File: src/hw/rraddr_pkg.sv
package rraddr_pkg;
    localparam int RRADDR_PC_W       = 12;
    localparam int RRADDR_RAM_W      = 10;
    localparam int RRADDR_ROM_W      = 10;
    localparam int RRADDR_PAGE_LSB   = 8;
    localparam int RRADDR_PAGES      = 8;
    localparam int RRADDR_PAGE_WORDS = 256;
    localparam int RRADDR_ZP_W       = 6;
    localparam int RRADDR_RO8_BIT    = 8;
    localparam int RRADDR_RO9_BIT    = 9;
    localparam logic [9:0]  RRADDR_MEMREG_BASE = 10'h020;
    localparam logic [11:0] RRADDR_PC_RESET    = 12'h000;
    localparam logic [3:0]  RRADDR_NIB_RESET   = 4'h0;

    typedef enum logic [2:0] {
        RRADDR_RAM_NONE     = 3'h0,
        RRADDR_RAM_INDIRECT = 3'h1,
        RRADDR_RAM_DIRECT   = 3'h2,
        RRADDR_RAM_MEMREG   = 3'h3
    } rraddr_ram_mode_t;

    typedef enum logic [2:0] {
        RRADDR_OP_SEQ        = 3'h0,
        RRADDR_OP_LONG_JUMP  = 3'h1,
        RRADDR_OP_PAGE_JUMP  = 3'h2,
        RRADDR_OP_ZERO_PAGE  = 3'h3,
        RRADDR_OP_TABLE_GOTO = 3'h4,
        RRADDR_OP_TABLE_READ = 3'h5
    } rraddr_pc_op_t;
endpackage

File: src/hw/rraddr_ram.sv
`timescale 1ns/1ps
module rraddr_ram
    import rraddr_pkg::*;
(
    input  wire logic [2:0] ram_mode,
    input  wire logic [3:0] x_reg,
    input  wire logic [3:0] y_reg,
    input  wire logic [9:0] second_word,
    input  wire logic [3:0] memreg_idx,
    output logic      [9:0] ram_addr
);
    wire [9:0] indirect_addr = {2'h0, x_reg, y_reg};         // see RULE1
    wire [9:0] memreg_addr   = RRADDR_MEMREG_BASE | {6'h00, memreg_idx}; // see RULE3
    wire       is_ind        = ram_mode == RRADDR_RAM_INDIRECT;
    wire       is_dir        = ram_mode == RRADDR_RAM_DIRECT;
    wire       is_mr         = ram_mode == RRADDR_RAM_MEMREG;
    assign ram_addr = is_ind ? indirect_addr :
                      is_dir ? second_word :                 // see RULE2
                      is_mr  ? memreg_addr : 10'h000;
endmodule // rraddr_ram

File: src/hw/rraddr_core.sv
`timescale 1ns/1ps
// How it works
// RULE1: Indirect RAM address is the 8 bits of the two select registers.
// RULE2: Direct RAM access uses the whole 10-bit second word as address.
// RULE3: Memory-register access hits the 16 digits at 020 to 02F.
// RULE4: Long jumps load all 12 pointer bits from the immediate.
// RULE5: ROM is 8 pages of 256 words; high bits page, low bits word.
// RULE6: Page jump replaces bits 7..0 only and keeps the page bits; the code also clears pointer bit 11.
// RULE7: A page jump at a page's last word lands on the next page.
// RULE8: Zero-page call puts 6 bits in 5..0 and clears bits 11..6.
// RULE9: Table goto target comes from immediate, accumulator and aux register.
// RULE10: Readout with bit 8 set loads the low byte into accumulator and aux.
// RULE11: Readout with bit 9 set loads the low byte into both port latches.
// RULE12: With both bits set all four destinations update together.
// RULE13: Table readout leaves the pointer stepping sequentially.
// RULE14: Table address is immediate high, then accumulator, then aux low.
module rraddr_core
    import rraddr_pkg::*;
(
    input  wire logic        mclk,
    input  wire logic        rst_n,
    input  wire logic        step_en,
    input  wire logic [2:0]  pc_op,
    input  wire logic [11:0] imm,
    input  wire logic [2:0]  ram_mode,
    input  wire logic [3:0]  x_reg,
    input  wire logic [3:0]  y_reg,
    input  wire logic [9:0]  second_word,
    input  wire logic [3:0]  memreg_idx,
    input  wire logic [3:0]  acc_in,
    input  wire logic [3:0]  aux_in,
    input  wire logic [9:0]  rom_data,
    output logic      [11:0] instr_pointer,
    output logic      [11:0] rom_addr,
    output logic      [9:0]  ram_addr,
    output logic      [3:0]  acc_out,
    output logic      [3:0]  aux_out,
    output logic             acc_aux_load,
    output logic      [3:0]  output_latch_one,
    output logic      [3:0]  output_latch_two
);
    logic [11:0] pc_r;
    logic [11:0] pc_nxt;
    logic [3:0]  acc_r;
    logic [3:0]  aux_r;
    logic        ld_r;
    logic [3:0]  lat1_r;
    logic [3:0]  lat2_r;

    // Pointer already advanced when the jump executes, hence page slip
    wire [11:0] pc_inc    = pc_r + 12'h001;
    wire [2:0]  cur_page  = pc_inc[10:RRADDR_PAGE_LSB];              // see RULE5
    wire [11:0] page_tgt  = {1'b0, cur_page, imm[7:0]};              // see RULE6, see RULE7
    wire [11:0] zp_tgt    = {6'h00, imm[5:0]};                       // see RULE8
    wire [11:0] tbl_tgt   = {imm[3:0], acc_in, aux_in};              // see RULE9, see RULE14
    wire        is_long   = pc_op == RRADDR_OP_LONG_JUMP;
    wire        is_page   = pc_op == RRADDR_OP_PAGE_JUMP;
    wire        is_zp     = pc_op == RRADDR_OP_ZERO_PAGE;
    wire        is_tgoto  = pc_op == RRADDR_OP_TABLE_GOTO;
    wire        is_tread  = pc_op == RRADDR_OP_TABLE_READ;
    wire        rom_b8    = rom_data[RRADDR_RO8_BIT];
    wire        rom_b9    = rom_data[RRADDR_RO9_BIT];
    wire        rom_bit_eight_flag = is_tread & rom_b8;              // see RULE10
    wire        rom_bit_nine_flag  = is_tread & rom_b9;              // see RULE11

    assign pc_nxt = is_long  ? imm :                                 // see RULE4
                    is_page  ? page_tgt :
                    is_zp    ? zp_tgt :
                    is_tgoto ? tbl_tgt : pc_inc;                     // see RULE13

    // Readout fetches the table word while the pointer steps on to the next word
    assign rom_addr = is_tread ? tbl_tgt : pc_r;

    always_ff @(posedge mclk) begin
        if (!rst_n) begin
            pc_r <= RRADDR_PC_RESET;
        end else if (step_en) begin
            pc_r <= pc_nxt;
        end
    end

    // Both flags act in the same step when both are set
    always_ff @(posedge mclk) begin
        if (!rst_n) begin
            acc_r  <= RRADDR_NIB_RESET;
            aux_r  <= RRADDR_NIB_RESET;
            ld_r   <= 1'b0;
            lat1_r <= RRADDR_NIB_RESET;
            lat2_r <= RRADDR_NIB_RESET;
        end else begin
            ld_r <= step_en & rom_bit_eight_flag;
            if (step_en && rom_bit_eight_flag) begin
                acc_r <= rom_data[7:4];                              // see RULE10, see RULE12
                aux_r <= rom_data[3:0];
            end
            if (step_en && rom_bit_nine_flag) begin
                lat1_r <= rom_data[7:4];                             // see RULE11, see RULE12
                lat2_r <= rom_data[3:0];
            end
        end
    end

    rraddr_ram u_ram (
        .ram_mode    (ram_mode),
        .x_reg       (x_reg),
        .y_reg       (y_reg),
        .second_word (second_word),
        .memreg_idx  (memreg_idx),
        .ram_addr    (ram_addr)
    );

    assign instr_pointer    = pc_r;
    assign acc_out          = acc_r;
    assign aux_out          = aux_r;
    assign acc_aux_load     = ld_r;
    assign output_latch_one = lat1_r;
    assign output_latch_two = lat2_r;
endmodule // rraddr_core

File: config.mk
export PLATFORM = sky130hd
export DESIGN_NAME = rraddr_core
export DESIGN_NICKNAME = d
export VERILOG_FILES = /design/src/hw/rraddr_pkg.sv /design/src/hw/rraddr_ram.sv /design/src/hw/rraddr_core.sv
export SDC_FILE = /design/constraint.sdc
export NUM_CORES = 1
export LEC_CHECK = 0
export ABC_AREA = 1
export BUFFER_PORTS_ARGS = -buffer_cell sky130_fd_sc_hd__buf_2
export CELL_PAD_IN_SITES_DETAIL_PLACEMENT = 1
export CELL_PAD_IN_SITES_GLOBAL_PLACEMENT = 1
export CORE_ASPECT_RATIO = 1.2
export CORE_MARGIN = 1
export CORE_UTILIZATION = 30
export CTS_CLUSTER_SIZE = 10
export DETAILED_ROUTE_END_ITERATION = 6
export GPL_ROUTABILITY_DRIVEN = 0
export PLACE_DENSITY = 0.93
export SYNTH_ARGS = -nofsm -noshare
export SYNTH_HDL_FRONTEND = slang
export SYNTH_SLANG_ARGS = --single-unit
File: constraint.sdc
create_clock -name mclk -period 3.7 [get_ports mclk]
set_input_delay 0.74 -clock mclk [delete_from_list [all_inputs] [get_ports mclk]]
set_output_delay 0.74 -clock mclk [all_outputs]
set_load 0.03 [all_outputs]
==> metrics.md <==
| Metric | Value |
|---|---|
| Die area | `0.00649 mm^2` |
| Final core utilization | `44.0%` |
| Critical Path End | `ram_addr[0]` |
| Root Buffer | `clkbuf_8` |
| FF-to-FF path depth | `8` |
| Synthesis-to-finish area growth | `38.3%` |
| Yosys warns | `0` |
| Post-synth EDFFs | `0` |
| DRC | `0` |
| Reg2Reg Setup Slack | `2100 ps` |
| Worst Setup SP | `ram_mode[2]` |
| Vias/cell | `roughly 5` |
| Number of diodes | `0` |
| Period Utilization, post-route | `72.5%` |
| MaxCap Viol Count | `0` |
| Setup Skew | `1.66 ps` |
| Maximum VDD drop | `0.169 mV` |
| Hold-fix buffers, CTS | `0` |
| Slew @ Worst Pin | `between 500 and 600 ps` |
| Final Power | `847 uW` |
| Post-CTS repair timing setup buffer count | `0` |
| Critical path required time | `2960 ps` |
| Initial DRT Pass Iterations | `4` |
| Clock buffer depth | `2` |
| Outcome | `completed` |
| Sequential area share after synthesis | `31.4%` |
| Synth Flop Type | `dfxtp_1` |
| Clock net sink count | `29` |
| Die Wd | `73.7 um` |
| Slew headroom | `~60%` |
| DRT Wirelength | `7030 um` |
| 1st-iter DRT viols | `70` |
| Syn avg cell area | `6.32 um^2` |
| Resized cells post-CTS | `0` |
| Vias in the first global route | `2429` |
| Minimum clock period | `2680 ps` |
| Leak pwr | `1.31 nW` |
| Fin area | `between 0.002 and 0.003 mm^2` |
| Global Route Usage Sum | `a little over a fifth` |
| Area of the mapped netlist | `0.00185 mm^2` |
| Starting density of the core | `31.8%` |
| Critical R2R Capture | `instr_pointer[10]` |
| Synth Instances | `293` |
| First-pass GRT wire length | `around 11000 um` |
| Crit. End Element | `output pin` |
| Die span in y | `88.0 um` |
| Clk Latency, worst-skew pair | `just under 300 ps` |
| # rows | `30` |
| Final Hold Vio Count | `0` |
| Via count of the routed design | `2432` |
| Initial antenna violation count | `0` |
| H-tree levels | `2` |
| Asr flop ratio synth | `0%` |
| Final setup viols | `0` |
| Unique masters post-synth | `31` |
| Min-Delay Path Class | `reg -> reg` |
| Placeable Area | `0.00582 mm^2` |
| Net Count, Synth | `355` |
| Post-DP HPWL | `5620 um` |
| CTS buffer count | `5` |
| Clk slew on worst S/H paths | `70 ps` |
| Most frequent cells in the layout | `buf_2 (111), nor2_1 (62), nand2_1 (47)` |
| Crit Path Category | `in -> out` |
| Nets | `466` |
| Worst Hold Launch | `acc_out[2]` |
| Largest net degree at the start of global routing | `27` |
| Ratio of cells with drive above 1 in the final layout | `roughly a third` |
| Setup Total Neg Slack | `0 ps` |
| Commonest non-fill, non-tap cell in the layout | `buf_2` |
| Pwr dens | `331 mW/mm^2` |
| IO Count | `112` |
| RSZ-0062 raised after global routing | `no` |
| Setup WS pre-CTS | `1010 ps` |
| Setup WS post-layout | `1020 ps` |
| Routed len/inst | `14.5 um` |
| CP startpoint kind | `primary input` |
| Global route total overflow | `0` |
| CTS tree | `done` |
| Max-slew violation count | `0` |
| RR Startpoint | `instr_pointer[0]` |
| WP data arrival | `1940 ps` |
| PortBufs | `around 110` |
| Post-DP Area | `0.00247 mm^2` |
| Number of synthesized register bits | `29` |
| Max Fclk | `0.373 GHz` |
| Final antenna-violating net count | `0` |
| Crit-path max FO | `10` |
## routing by layer
layer  share of wire, %  global-route usage [%]
met1                 39                    22.1
met5                  0                       0
met4                1.9                    7.52
met2                 53                    40.6
met3                6.1                    5.87
## how the worst min path moves through the flow
stage / to / slack, ps / cells after the start
final: acc_out[2] / 480 / 2
after detailed placement: acc_out[2] / 470 / 2
after floorplan: output_latch_one[0] / 610 / 2
after global placement: aux_out[1] / 460 / 2
after global routing: acc_out[2] / 520 / 2
after CTS: acc_out[2] / 490 / 2
## cell usage after synthesis, types with 2 or more instances
master     n  area [um^2]
inv_2      3         11.3
nand2_2    3         18.8
nand4_1    3         18.8
a21oi_1   30          150
or2_2      2         12.5
nand3_1   22          110
clkbuf_1   6         22.5
dfxtp_1   29          581
o211ai_1   2         15.0
nand2_1   47          176
nand3b_1   2         15.0
nor2_1    62          233
o21bai_1   2         15.0
nor2_4     2         22.5
o21ai_0   32          160
inv_1     25         93.8
a32o_1     3         30.0
nor3_1     3         15.0
xor2_1     3         26.3
## sequential cells by signal, indices dropped and copies added, names as in the netlist
name / count
acc_out: 4
aux_out: 4
output_latch_two: 4
instr_pointer: 12
output_latch_one: 4
acc_aux_load: 1
## where the power goes
| part | switching, mW | internal [mW] | leakage (nW) |
|---|---|---|---|
| clock | 0.135 | 0.130 | 0.0439 |
| combinational | 0.161 | 0.0801 | 1.03 |
| sequential | 0.0159 | 0.325 | 0.237 |
## per-stage QoR
stage / hold WS, ps / instances
2_1_floorplan: 608 / 293
3_3_place_gp: 459 / 477
3_5_place_dp: 471 / 477
4_1_cts: 488 / 485
5_1_grt: 515 / 485
6_report: 483 / 485
## layout make-up
class | count | area (um^2)
clock buffer | 5 | 68.8
clock inverter | 3 | 17.5
timing repair buffer | 111 | 556
sequential | 29 | 581
multi-input combinational | 228 | 1130
tap | 80 | 100
inverter | 29 | 109
fill | 828 | 3260
## cells by family (layout without fill, tap and decap cells)
family	after synthesis	count (layout)	share of synthesized area, %
AOI/OAI and AO/OA	73	73	21.6
and+or+nand+nor	150	150	36.6
DFF	29	29	31.4
buffers and inverters	36	148	7.71
adders and majority gates	1	1	0.676
xor gates and xnor gates	3	3	1.42
muxes	1	1	0.608
## worst max-delay path, stage by stage
cell,delay [ps]
buf_2,110
nor2_1,470
nand2_1,100
inv_1,160
nand2_1,80
nand3_1,80
buf_2,200
Note: power is estimated with default switching activity, not from simulation.
